`config.mk`:
```
export PLATFORM = sky130hd
export DESIGN_NAME = vccc_top
export DESIGN_NICKNAME = d
export VERILOG_FILES = /design/src/vccc_pkg.sv /design/src/vccc_top.sv
export VERILOG_INCLUDE_DIRS = /design/src /design/src/src
export SDC_FILE = /design/constraint.sdc
export NUM_CORES = 1
export LEC_CHECK = 0
export BUFFER_PORTS_ARGS = -buffer_cell sky130_fd_sc_hd__buf_2
export CAP_MARGIN = 15
export CORE_MARGIN = 8
export CORE_UTILIZATION = 30
export CTS_CLUSTER_SIZE = 24
export DETAILED_ROUTE_END_ITERATION = 8
export HOLD_SLACK_MARGIN = 0.02
export SLEW_MARGIN = 20
export SYNTH_ARGS = -nofsm -noshare
export SYNTH_HDL_FRONTEND = slang
export SYNTH_SLANG_ARGS = --single-unit
```
`constraint.sdc`:
```
create_clock -name hclk -period 10.8 [get_ports hclk]
set_clock_uncertainty 0.15 [all_clocks]
set_input_delay 2.7 -clock hclk [delete_from_list [all_inputs] [get_ports hclk]]
set_output_delay 2.7 -clock hclk [all_outputs]
set_load 0.02 [all_outputs]
```
`src/vccc_map.svh`:
```
// Register offsets, field positions, reset values for the sync/coast/clamp block
`ifndef VCCC_MAP_SVH
`define VCCC_MAP_SVH
`define VCCC_IDX_VSYNC_CTRL   8'h14
`define VCCC_IDX_VSYNC_DUR    8'h15
`define VCCC_IDX_PRE_COAST    8'h16
`define VCCC_IDX_POST_COAST   8'h17
`define VCCC_IDX_COAST_CLAMP  8'h18
`define VCCC_IDX_CLAMP_START  8'h19
`define VCCC_IDX_CLAMP_LEN    8'h1a
`define VCCC_IDX_CLAMP_POL    8'h1b
`define VCCC_IDX_STATUS       8'h1c
`define VCCC_VS_OVR_BIT       7
`define VCCC_VS_SRC_BIT       6
`define VCCC_VS_POLOVR_BIT    5
`define VCCC_VS_POL_BIT       4
`define VCCC_VS_OPOL_BIT      3
`define VCCC_VS_FILT_BIT      2
`define VCCC_VS_DUREN_BIT     1
`define VCCC_CO_SRC_BIT       7
`define VCCC_CO_POLOVR_BIT    6
`define VCCC_CO_POL_BIT       5
`define VCCC_CL_SRC_BIT       4
`define VCCC_CL_RED_BIT       3
`define VCCC_CL_GRN_BIT       2
`define VCCC_CL_BLU_BIT       1
`define VCCC_CL_POLOVR_BIT    7
`define VCCC_CL_POL_BIT       6
`define VCCC_RST_VSYNC_CTRL   8'h18
`define VCCC_RST_VSYNC_DUR    8'h0a
`define VCCC_RST_PRE_COAST    8'h00
`define VCCC_RST_POST_COAST   8'h00
`define VCCC_RST_COAST_CLAMP  8'h20
`define VCCC_RST_CLAMP_START  8'h08
`define VCCC_RST_CLAMP_LEN    8'h14
`define VCCC_RST_CLAMP_POL    8'h40
`endif

```
`src/vccc_pkg.sv`:
```
// Types shared by the sync/coast/clamp block
package vccc_pkg;
   typedef enum logic [1:0] {VCCC_CL_IDLE, VCCC_CL_WAIT, VCCC_CL_ON} vccc_clamp_st_t;
   typedef enum logic [1:0] {VCCC_CO_IDLE, VCCC_CO_VS, VCCC_CO_POST} vccc_coast_st_t;
endpackage : vccc_pkg

```
`src/vccc_top.sv`:
```
// Vsync processing, coast window and clamp window with an AHB-Lite register slave
//
// The AHB-Lite slave port was chosen for this implementation.
`timescale 1ns/1ps
`include "vccc_map.svh"

// Summary of operation
// - Vsync override 0 lets hardware pick the vertical source (activity based).
// - With override, source bit 0 takes the pin, 1 the sync separator.
// - Polarity override 0 detects vertical pin polarity automatically; the separator is never inverted.
// - With override, polarity bit 0 means pin active low, 1 active high; reset 1.
// - Vertical output polarity bit 0 drives active low, 1 active high.
// - Vertical filter aligns the vertical sync onto horizontal sync edges.
// - Duration enable 0 passes width unchanged, 1 uses the duration register.
// - Eight-bit duration, in lines, used only when enabled; resets to ten.
// - Coast starts the programmed count of lines before vertical sync.
// - Coast extends the programmed count of lines after vertical sync.
// - Coast source 0 uses internal coast, 1 the external coast pin.
// - Coast polarity override 0 lets hardware determine coast polarity.
// - With coast override, bit 0 means active low, 1 active high.
// - Clamp source 0 selects internal timing, 1 the external clamp pin.
// - All three channels clamp together while the chosen clamp is active.
// - Clamp polarity auto when override 0, else bit selects low or high.
// - Per-channel bits choose ground (0) or midscale (1) clamp level.
// - Internal clamp begins placement pixels after the hsync trailing edge.
// - Internal clamp stays active for the programmed pixel count.
// - External clamp source makes placement and duration irrelevant.
module vccc_top
   import vccc_pkg::*;
(
   input  wire logic        hclk,
   input  wire logic        hresetn,
   input  wire logic        hsel,
   input  wire logic [31:0] haddr,
   input  wire logic [1:0]  htrans,
   input  wire logic        hwrite,
   input  wire logic [2:0]  hsize,
   input  wire logic [31:0] hwdata,
   input  wire logic        hready,
   output logic      [31:0] hrdata,
   output logic             hreadyout,
   output logic             hresp,
   input  wire logic        vsync_pin,
   input  wire logic        vsync_sep,
   input  wire logic        hsync_in,
   input  wire logic        coast_pin,
   input  wire logic        clamp_pin,
   output logic             vsync_out,
   output logic             pll_hold,
   output logic             clamp_active,
   output logic             clamp_mid_red,
   output logic             clamp_mid_green,
   output logic             clamp_mid_blue
);

   // ---------------------------------------------------------------
   // Registers and bus slave
   // ---------------------------------------------------------------
   logic [7:0]  vs_ctrl_r, vs_dur_r, pre_r, post_r, cc_ctrl_r, cl_start_r, cl_len_r, cl_pol_r;
   logic        wr_pend_r;
   logic [5:0]  wr_idx_r;
   logic [31:0] hrdata_r;
   logic [7:0]  status_w;

   // Address phase qualifiers
   wire         acc_w   = hsel && hready && htrans[1];
   wire [5:0]   idx_w   = haddr[7:2];
   logic [31:0] rd_w;

   function automatic logic [7:0] rd_mux(input logic [5:0] i);
      case ({2'b00, i})
         `VCCC_IDX_VSYNC_CTRL:  rd_mux = vs_ctrl_r;
         `VCCC_IDX_VSYNC_DUR:   rd_mux = vs_dur_r;
         `VCCC_IDX_PRE_COAST:   rd_mux = pre_r;
         `VCCC_IDX_POST_COAST:  rd_mux = post_r;
         `VCCC_IDX_COAST_CLAMP: rd_mux = {cc_ctrl_r[7:1], 1'b0};
         `VCCC_IDX_CLAMP_START: rd_mux = cl_start_r;
         `VCCC_IDX_CLAMP_LEN:   rd_mux = cl_len_r;
         `VCCC_IDX_CLAMP_POL:   rd_mux = {cl_pol_r[7:6], 6'h00};
         `VCCC_IDX_STATUS:      rd_mux = status_w;
         default:               rd_mux = 8'h00;   // Unmapped reads zero
      endcase
   endfunction : rd_mux

   // Read mux as a process: an assign would only wake on the index and
   // return a stale byte when a write is read back at the same address
   always_comb rd_w = {24'h0000_00, rd_mux(idx_w)};

   // Address phase capture; zero-wait answer
   always_ff @(posedge hclk or negedge hresetn) begin
      if (!hresetn) begin
         wr_pend_r <= 1'b0;
         wr_idx_r  <= 6'h00;
         hrdata_r  <= 32'h0000_0000;
      end else begin
         wr_pend_r <= acc_w && hwrite;
         wr_idx_r  <= idx_w;
         hrdata_r  <= (acc_w && !hwrite) ? rd_w : hrdata_r;
      end
   end

   // Data phase write into the addressed register
   wire [7:0] wd_w = hwdata[7:0];
   always_ff @(posedge hclk or negedge hresetn) begin
      if (!hresetn) begin
         vs_ctrl_r  <= `VCCC_RST_VSYNC_CTRL;
         vs_dur_r   <= `VCCC_RST_VSYNC_DUR;
         pre_r      <= `VCCC_RST_PRE_COAST;
         post_r     <= `VCCC_RST_POST_COAST;
         cc_ctrl_r  <= `VCCC_RST_COAST_CLAMP;
         cl_start_r <= `VCCC_RST_CLAMP_START;
         cl_len_r   <= `VCCC_RST_CLAMP_LEN;
         cl_pol_r   <= `VCCC_RST_CLAMP_POL;
      end else if (wr_pend_r) begin
         case ({2'b00, wr_idx_r})
            `VCCC_IDX_VSYNC_CTRL:  vs_ctrl_r  <= wd_w;
            `VCCC_IDX_VSYNC_DUR:   vs_dur_r   <= wd_w;
            `VCCC_IDX_PRE_COAST:   pre_r      <= wd_w;
            `VCCC_IDX_POST_COAST:  post_r     <= wd_w;
            `VCCC_IDX_COAST_CLAMP: cc_ctrl_r  <= wd_w;
            `VCCC_IDX_CLAMP_START: cl_start_r <= wd_w;
            `VCCC_IDX_CLAMP_LEN:   cl_len_r   <= wd_w;
            `VCCC_IDX_CLAMP_POL:   cl_pol_r   <= wd_w;
            default: ;
         endcase
      end
   end

   assign hrdata    = hrdata_r;
   assign hreadyout = 1'b1;
   assign hresp     = 1'b0;

   // ---------------------------------------------------------------
   // Pin synchronisers
   // ---------------------------------------------------------------
   logic [4:0] s1_r, s2_r, s3_r;
   always_ff @(posedge hclk or negedge hresetn) begin
      if (!hresetn) begin
         s1_r <= 5'h00;
         s2_r <= 5'h00;
         s3_r <= 5'h00;
      end else begin
         s1_r <= {clamp_pin, coast_pin, hsync_in, vsync_sep, vsync_pin};
         s2_r <= s1_r;
         s3_r <= s2_r;   // Delayed copy for edges and polarity sampling
      end
   end
   wire vpin_w = s2_r[0];
   wire vsep_w = s2_r[1];
   wire hs_w   = s2_r[2];

   // ---------------------------------------------------------------
   // Polarity detectors: the idle level is the one seen most often
   // ---------------------------------------------------------------
   // Whole phases are compared: the longer of the last high and the last
   // low phase is the idle level. A small up/down counter would saturate
   // inside a vertical pulse of several lines and flip the polarity there.
   // Limitation: the choice settles only after one full period of the pin.
   // A pin with no edge for 65535 clocks takes its steady level as idle.
   logic [15:0] run_cnt_r [0:3];
   logic [15:0] hi_len_r  [0:3];
   logic [15:0] lo_len_r  [0:3];
   logic [3:0]  auto_low_r;
   wire  [3:0]  lvl_w   = {s2_r[4], s2_r[3], s2_r[2], s2_r[0]};
   wire  [3:0]  lvl_q_w = {s3_r[4], s3_r[3], s3_r[2], s3_r[0]};
   for (genvar g = 0; g < 4; g++) begin : g_pol
      always_ff @(posedge hclk or negedge hresetn) begin
         if (!hresetn) begin
            run_cnt_r[g]  <= 16'h0000;
            hi_len_r[g]   <= 16'h0000;
            lo_len_r[g]   <= 16'h0000;
            auto_low_r[g] <= 1'b0;
         end else begin
            if (lvl_w[g] != lvl_q_w[g]) begin
               run_cnt_r[g] <= 16'h0001;   // Phase just ended: keep its length
               if (lvl_q_w[g]) hi_len_r[g] <= run_cnt_r[g];
               else lo_len_r[g] <= run_cnt_r[g];
            end else if (run_cnt_r[g] != 16'hffff) begin
               run_cnt_r[g] <= run_cnt_r[g] + 16'h0001;
            end
            // Idle high means active low
            auto_low_r[g] <= (run_cnt_r[g] == 16'hffff) ? lvl_w[g]
                                                       : (hi_len_r[g] > lo_len_r[g]);
         end
      end
   end

   // Active-high normalisation
   wire hs_act_w = hs_w ^ auto_low_r[1];
   wire hs_prv_w = s3_r[2] ^ auto_low_r[1];
   wire hs_lead_w  = hs_act_w && !hs_prv_w;
   wire hs_trail_w = !hs_act_w && hs_prv_w;

   // ---------------------------------------------------------------
   // Vertical source, polarity and filter
   // ---------------------------------------------------------------
   // Auto source: prefer the pin when it has toggled recently
   logic [15:0] pin_act_r;
   always_ff @(posedge hclk or negedge hresetn) begin
      if (!hresetn) pin_act_r <= 16'h0000;
      else if (s2_r[0] != s3_r[0]) pin_act_r <= 16'hffff;
      else if (pin_act_r != 16'h0000) pin_act_r <= pin_act_r - 16'h0001;
   end
   wire pin_alive_w = pin_act_r != 16'h0000;
   wire use_sep_w = vs_ctrl_r[`VCCC_VS_OVR_BIT] ? vs_ctrl_r[`VCCC_VS_SRC_BIT]
                                                : !pin_alive_w;
   wire v_raw_w   = use_sep_w ? vsep_w : vpin_w;
   wire v_low_w   = vs_ctrl_r[`VCCC_VS_POLOVR_BIT] ? !vs_ctrl_r[`VCCC_VS_POL_BIT]
                                                   : auto_low_r[0];
   wire v_act_w   = use_sep_w ? vsep_w : (v_raw_w ^ v_low_w);

   // Filtered vsync changes only on hsync leading edges
   logic v_filt_r, v_prev_r;
   wire  v_sel_w  = vs_ctrl_r[`VCCC_VS_FILT_BIT] ? v_filt_r : v_act_w;
   always_ff @(posedge hclk or negedge hresetn) begin
      if (!hresetn) begin
         v_filt_r <= 1'b0;
         v_prev_r <= 1'b0;
      end else begin
         if (hs_lead_w) v_filt_r <= v_act_w;
         v_prev_r <= v_sel_w;
      end
   end
   wire v_rise_w = v_sel_w && !v_prev_r;
   wire v_fall_w = !v_sel_w && v_prev_r;

   // Duration shaping in lines
   logic [7:0] vdur_cnt_r;
   always_ff @(posedge hclk or negedge hresetn) begin
      if (!hresetn) vdur_cnt_r <= 8'h00;
      else if (v_rise_w) vdur_cnt_r <= vs_dur_r;
      else if (hs_lead_w && vdur_cnt_r != 8'h00) vdur_cnt_r <= vdur_cnt_r - 8'h01;
   end
   wire v_shaped_w = vs_ctrl_r[`VCCC_VS_DUREN_BIT] ? (vdur_cnt_r != 8'h00) : v_sel_w;

   logic vsync_out_r;
   always_ff @(posedge hclk or negedge hresetn) begin
      if (!hresetn) vsync_out_r <= 1'b0;
      else vsync_out_r <= v_shaped_w ^ !vs_ctrl_r[`VCCC_VS_OPOL_BIT];
   end
   assign vsync_out = vsync_out_r;

   // ---------------------------------------------------------------
   // Coast window
   // ---------------------------------------------------------------
   // Pre-coast needs a line count learnt from the previous frame
   logic [15:0] line_cnt_r, frame_lines_r, post_cnt_r;
   vccc_coast_st_t co_st_r;
   always_ff @(posedge hclk or negedge hresetn) begin
      if (!hresetn) begin
         line_cnt_r    <= 16'h0000;
         frame_lines_r <= 16'hffff;
      end else if (v_rise_w) begin
         line_cnt_r    <= 16'h0000;
         frame_lines_r <= line_cnt_r;
      end else if (hs_lead_w) begin
         line_cnt_r <= line_cnt_r + 16'h0001;
      end
   end
   wire pre_win_w = (pre_r != 8'h00) &&
                    (line_cnt_r + {8'h00, pre_r} >= frame_lines_r);

   always_ff @(posedge hclk or negedge hresetn) begin
      if (!hresetn) begin
         co_st_r    <= VCCC_CO_IDLE;
         post_cnt_r <= 16'h0000;
      end else begin
         unique case (co_st_r)
            VCCC_CO_IDLE: if (v_rise_w) co_st_r <= VCCC_CO_VS;
            VCCC_CO_VS: if (v_fall_w) begin
               co_st_r    <= VCCC_CO_POST;
               post_cnt_r <= {8'h00, post_r};
            end
            VCCC_CO_POST: begin
               if (post_cnt_r == 16'h0000) co_st_r <= VCCC_CO_IDLE;
               else if (hs_lead_w) post_cnt_r <= post_cnt_r - 16'h0001;
            end
         endcase
      end
   end
   wire co_int_w  = pre_win_w || (co_st_r != VCCC_CO_IDLE);
   wire co_low_w  = cc_ctrl_r[`VCCC_CO_POLOVR_BIT] ? !cc_ctrl_r[`VCCC_CO_POL_BIT]
                                                   : auto_low_r[2];
   wire co_ext_w  = s2_r[3] ^ co_low_w;
   wire coast_w   = cc_ctrl_r[`VCCC_CO_SRC_BIT] ? co_ext_w : co_int_w;

   logic pll_hold_r;
   always_ff @(posedge hclk or negedge hresetn) begin
      if (!hresetn) pll_hold_r <= 1'b0;
      else pll_hold_r <= coast_w;
   end
   assign pll_hold = pll_hold_r;

   // ---------------------------------------------------------------
   // Clamp window
   // ---------------------------------------------------------------
   vccc_clamp_st_t cl_st_r;
   logic [7:0]     cl_cnt_r;
   always_ff @(posedge hclk or negedge hresetn) begin
      if (!hresetn) begin
         cl_st_r  <= VCCC_CL_IDLE;
         cl_cnt_r <= 8'h00;
      end else if (hs_trail_w) begin
         cl_st_r  <= VCCC_CL_WAIT;
         cl_cnt_r <= cl_start_r;
      end else begin
         unique case (cl_st_r)
            VCCC_CL_IDLE: ;
            VCCC_CL_WAIT: begin
               if (cl_cnt_r <= 8'h01) begin
                  cl_st_r  <= VCCC_CL_ON;
                  cl_cnt_r <= cl_len_r;
               end else cl_cnt_r <= cl_cnt_r - 8'h01;
            end
            VCCC_CL_ON: begin
               if (cl_cnt_r <= 8'h01) cl_st_r <= VCCC_CL_IDLE;
               else cl_cnt_r <= cl_cnt_r - 8'h01;
            end
         endcase
      end
   end
   wire cl_low_w = cl_pol_r[`VCCC_CL_POLOVR_BIT] ? !cl_pol_r[`VCCC_CL_POL_BIT]
                                                 : auto_low_r[3];
   wire cl_ext_w = s2_r[4] ^ cl_low_w;
   // External source bypasses the counters entirely
   wire clamp_w  = cc_ctrl_r[`VCCC_CL_SRC_BIT] ? cl_ext_w
                                              : (cl_st_r == VCCC_CL_ON);

   logic [3:0] cl_out_r;
   always_ff @(posedge hclk or negedge hresetn) begin
      if (!hresetn) cl_out_r <= 4'h0;
      else cl_out_r <= {clamp_w, cc_ctrl_r[`VCCC_CL_RED_BIT],
                        cc_ctrl_r[`VCCC_CL_GRN_BIT], cc_ctrl_r[`VCCC_CL_BLU_BIT]};
   end
   assign clamp_active    = cl_out_r[3];
   assign clamp_mid_red   = cl_out_r[2];
   assign clamp_mid_green = cl_out_r[1];
   assign clamp_mid_blue  = cl_out_r[0];

   // Status: live state for software
   assign status_w = {3'b000, use_sep_w, pin_alive_w, clamp_w, coast_w, v_sel_w};
endmodule : vccc_top

```
==> flow_summary_export.csv <==
group,metric,value,unit
outcome,outcome,"completed",
synth,synth_area,0.0189,mm²
sta,post-route-min-period,4.06,ns
layout,drive_above_1_share,15.6,%
floorplan,fp.coreArea,0.0627,mm²
placement,dpl.cell_count,2665,
placement,dp_hpwl,28.5,mm
layout,final_cells,2746,
clock_network,h-tree-depth,2,
floorplan,boundaryPins,119,
power,pwr-share-clk,37.0,%
critical_path,path_buf_inv,1,
clock_network,ctsHoldBuffers,0,
clock_network,clock_latency,0.57,ns
power,p_leak,9.57,nW
power,power_density,177,mW/mm²
sta,final-setup-viol-count,0,
global_route,grt_pass1_wl,68.2,mm
power,swShare,29.7,%
synth,synth_seq_cells,374,
floorplan,rows,92,
global_route,grt_antenna_before_repair,3,
synth,synth_edf_count,0,
synth,yosysWarnings,0,
min_path,hold_class,"register to register",
layout,area_growth,12.7,%
critical_path,worstPathArrival,1.21,ns
power,p_seq_share,43.5,%
layout,fin_util,34.0,%
route,met2_length,19.5,mm
critical_path,crit_type,"register to output port",
power,intPower,0.00266,W
clock_network,cts-root-buf,"clkbuf_16",
global_route,track_usage,11.4,%
clock_network,cts_setup_buffers,0,
route,ant_nets,0,
power,p_switching,0.00112,W
sta,fin_crit_sh,37.6,%
route,met1_length,18.2,mm
global_route,grt_max_degree,98,
sta,rsz0062_at_grt,"false",
synth,synth_flop_cell,"dfrtp_1",
floorplan,fp.dieW,267,µm
synth,yosys.cell_types.count,69,
critical_path,crit_fanout,2,
clock_network,cts_resized,0,
synth,ys_seq_area_share,49.6,%
route,routed_wl,40.2,mm
critical_path,critPathRequiredTime,7.95,ns
sta,tightest_slew,1.02,ns
sta,slew_viol_final,0,
placement,io_buffers,38,
critical_path,path_cells,"buf_2",
power,p_total,0.00378,W
route,drt_iter0_markers,809,
floorplan,dieHeight,267,µm
route,routed-wl-met3,1.61,mm
synth,synthArstFlopShare,100,%
critical_path,cp_slowest_cell,"dfrtp_1",
placement,place_congestion,0.811,
synth,syn_area_per_cell,10.4,µm²
floorplan,start_util,30.2,%
sta,max_slew_margin,31.8,%
route,vias,13100,
synth,synthCells,1828,
critical_path,max_stage_delay,0.43,ns
global_route,grt_pass1_vias,13200,
clock_network,clkSinkCount,374,
critical_path,end_kind,"output port",
critical_path,cp_top_family,"flip-flops",
power,max-vdd-ir-drop,0.0000938,V
route,first_pass_iters,5,
layout,fin_nets,2054,
job,drv_cap,0,
sta,finalSetupTns,0,ns
critical_path,startpoint_type,"register",
route,wire_per_inst,14.7,µm
clock_network,path_clk_slew,0.06,ns
clock_network,cts_tree,"built",
clock_network,cts_buffers,43,
sta,max_freq,247,MHz
route,drc,0,
sta,finalHoldViolations,0,
clock_network,clk_path_buf_depth,3,
global_route,grt.overflow.total,0,
power,comb_power_share,19.6,%
route,highest_layer,"met5",
floorplan,dieArea,0.0714,mm²
sta,hold_slack,0.199,ns
route,via_per_inst,4.78,
==> cells in the final DEF (no fill, tap or decap), types with 8 or more instances in the layout <==
cell	count
a31oi_1	12
o21ai_0	142
nor4_1	8
and3_1	12
and4_1	10
a21oi_1	79
mux4_2	10
o21a_1	9
xor2_1	45
dfrtp_1	349
nor2b_1	18
a21o_1	26
clkbuf_8	10
nand2_1	185
inv_1	124
nand3_1	48
conb_1	26
nand4_1	37
clkinv_2	11
mux2_2	122
o211ai_1	8
or3_1	19
dfstp_2	25
ha_1	110
nor3_1	26
nand2b_1	10
xnor2_1	46
nor2_1	142
buf_4	11
buf_2	37
clkbuf_16	44
mux2i_1	17
a211oi_1	17
clkbuf_1	11
==> state kept, by name, summed over array words and instances, names as in the netlist, 16 cells and up <==
name           flops
hi_len_r          64
lo_len_r          64
run_cnt_r         64
frame_lines_r     16
line_cnt_r        16
pin_act_r         16
post_cnt_r        16
==> cell type report <==
class | count | area, µm²
Inverter | 124 | 465
Timing Repair Buffer | 51 | 305
Antenna cell | 2 | 5.00
Tap cell | 846 | 1060
Fill cell | 6292 | 41400
Clock buffer | 65 | 1280
Multi-Input combinational cell | 1270 | 8760
Clock inverter | 14 | 88.8
Sequential cell | 374 | 9390
==> synth_stat cells (11+ instances only) <==
| master | number | area share [%] |
|---|---|---|
| dfrtp_1 | 349 | 46 |
| nand2_1 | 185 | 3.7 |
| nor2_1 | 142 | 2.8 |
| o21ai_0 | 142 | 3.8 |
| inv_1 | 124 | 2.5 |
| mux2_2 | 122 | 7.3 |
| ha_1 | 110 | 7.3 |
| a21oi_1 | 79 | 2.1 |
| nand3_1 | 48 | 1.3 |
| xnor2_1 | 46 | 2.1 |
| xor2_1 | 45 | 2.1 |
| clkbuf_1 | 44 | 0.87 |
| nand4_1 | 37 | 1.2 |
| nor3_1 | 28 | 0.74 |
| buf_4 | 27 | 1.1 |
| a21o_1 | 26 | 1.0 |
| dfstp_2 | 25 | 3.5 |
| or3_1 | 19 | 0.63 |
| nor2b_1 | 18 | 0.59 |
| a211oi_1 | 17 | 0.67 |
| mux2i_1 | 17 | 0.90 |
| a31oi_1 | 12 | 0.40 |
| and3_1 | 12 | 0.40 |
| buf_2 | 11 | 0.29 |
==> metrics by stage <==
stage          setup WS, ns  cell area [µm²]
3_3_place_gp           6.17            20000
4_1_cts                6.73            21300
3_5_place_dp           6.16            20000
5_1_grt                6.42            21300
2_1_floorplan          6.38            19000
6_report               6.74            21400
==> cell families after synthesis <==
family / synth area share, %
AO/OA/AOI/OAI: 10.5
adder cells (fa/ha/maj): 7.37
multiplexers: 9.42
other: 0.0396
AND/OR/NAND/NOR: 14.2
buffers and inverters: 4.73
flip-flops: 49.6
XOR/XNOR: 4.21
==> metal layers <==
metal,vias to the layer above,global-route usage [%]
met5,-,0
met4,2,3.34
met3,65,2.19
met2,172,19.3
met1,6472,14.6
li1,6410,-
==> final timing paths <==
kind | startpoint | end | slack (ns) | cells past startpoint
worst min register to register | s1_r[2]$_DFF_PN0_ | s2_r[2]$_DFF_PN0_ | 0.20 | 0
worst max register to register | pre_r[0]$_DFFE_PN0P_ | hrdata[1]$_DFFE_PN0P_ | 6.87 | 17
worst min-delay path | s1_r[2]$_DFF_PN0_ | s2_r[2]$_DFF_PN0_ | 0.20 | 0
max in group asynchronous | hresetn | lo_len_r[52]$_DFFE_PN0P_ | 7.16 | 2
min in group asynchronous | hresetn | line_cnt_r[10]$_DFFE_PN0P_ | 1.99 | 1
worst max-delay path | hrdata[4]$_DFFE_PN0P_ | hrdata[4] | 6.74 | 1
==> power by group through the flow <==
stage | combinational [W] | sequential (W) | clock (W)
detailed placement | 0.000741 | 0.00167 | 0
global route | 0.000841 | 0.00166 | 0.00149
floorplan | 0.000567 | 0.00164 | 0
finish | 0.000738 | 0.00164 | 0.00140
CTS | 0.000748 | 0.00164 | 0.00144
global placement | 0.000725 | 0.00166 | 0
Note: power is estimated with default switching activity, not from simulation.
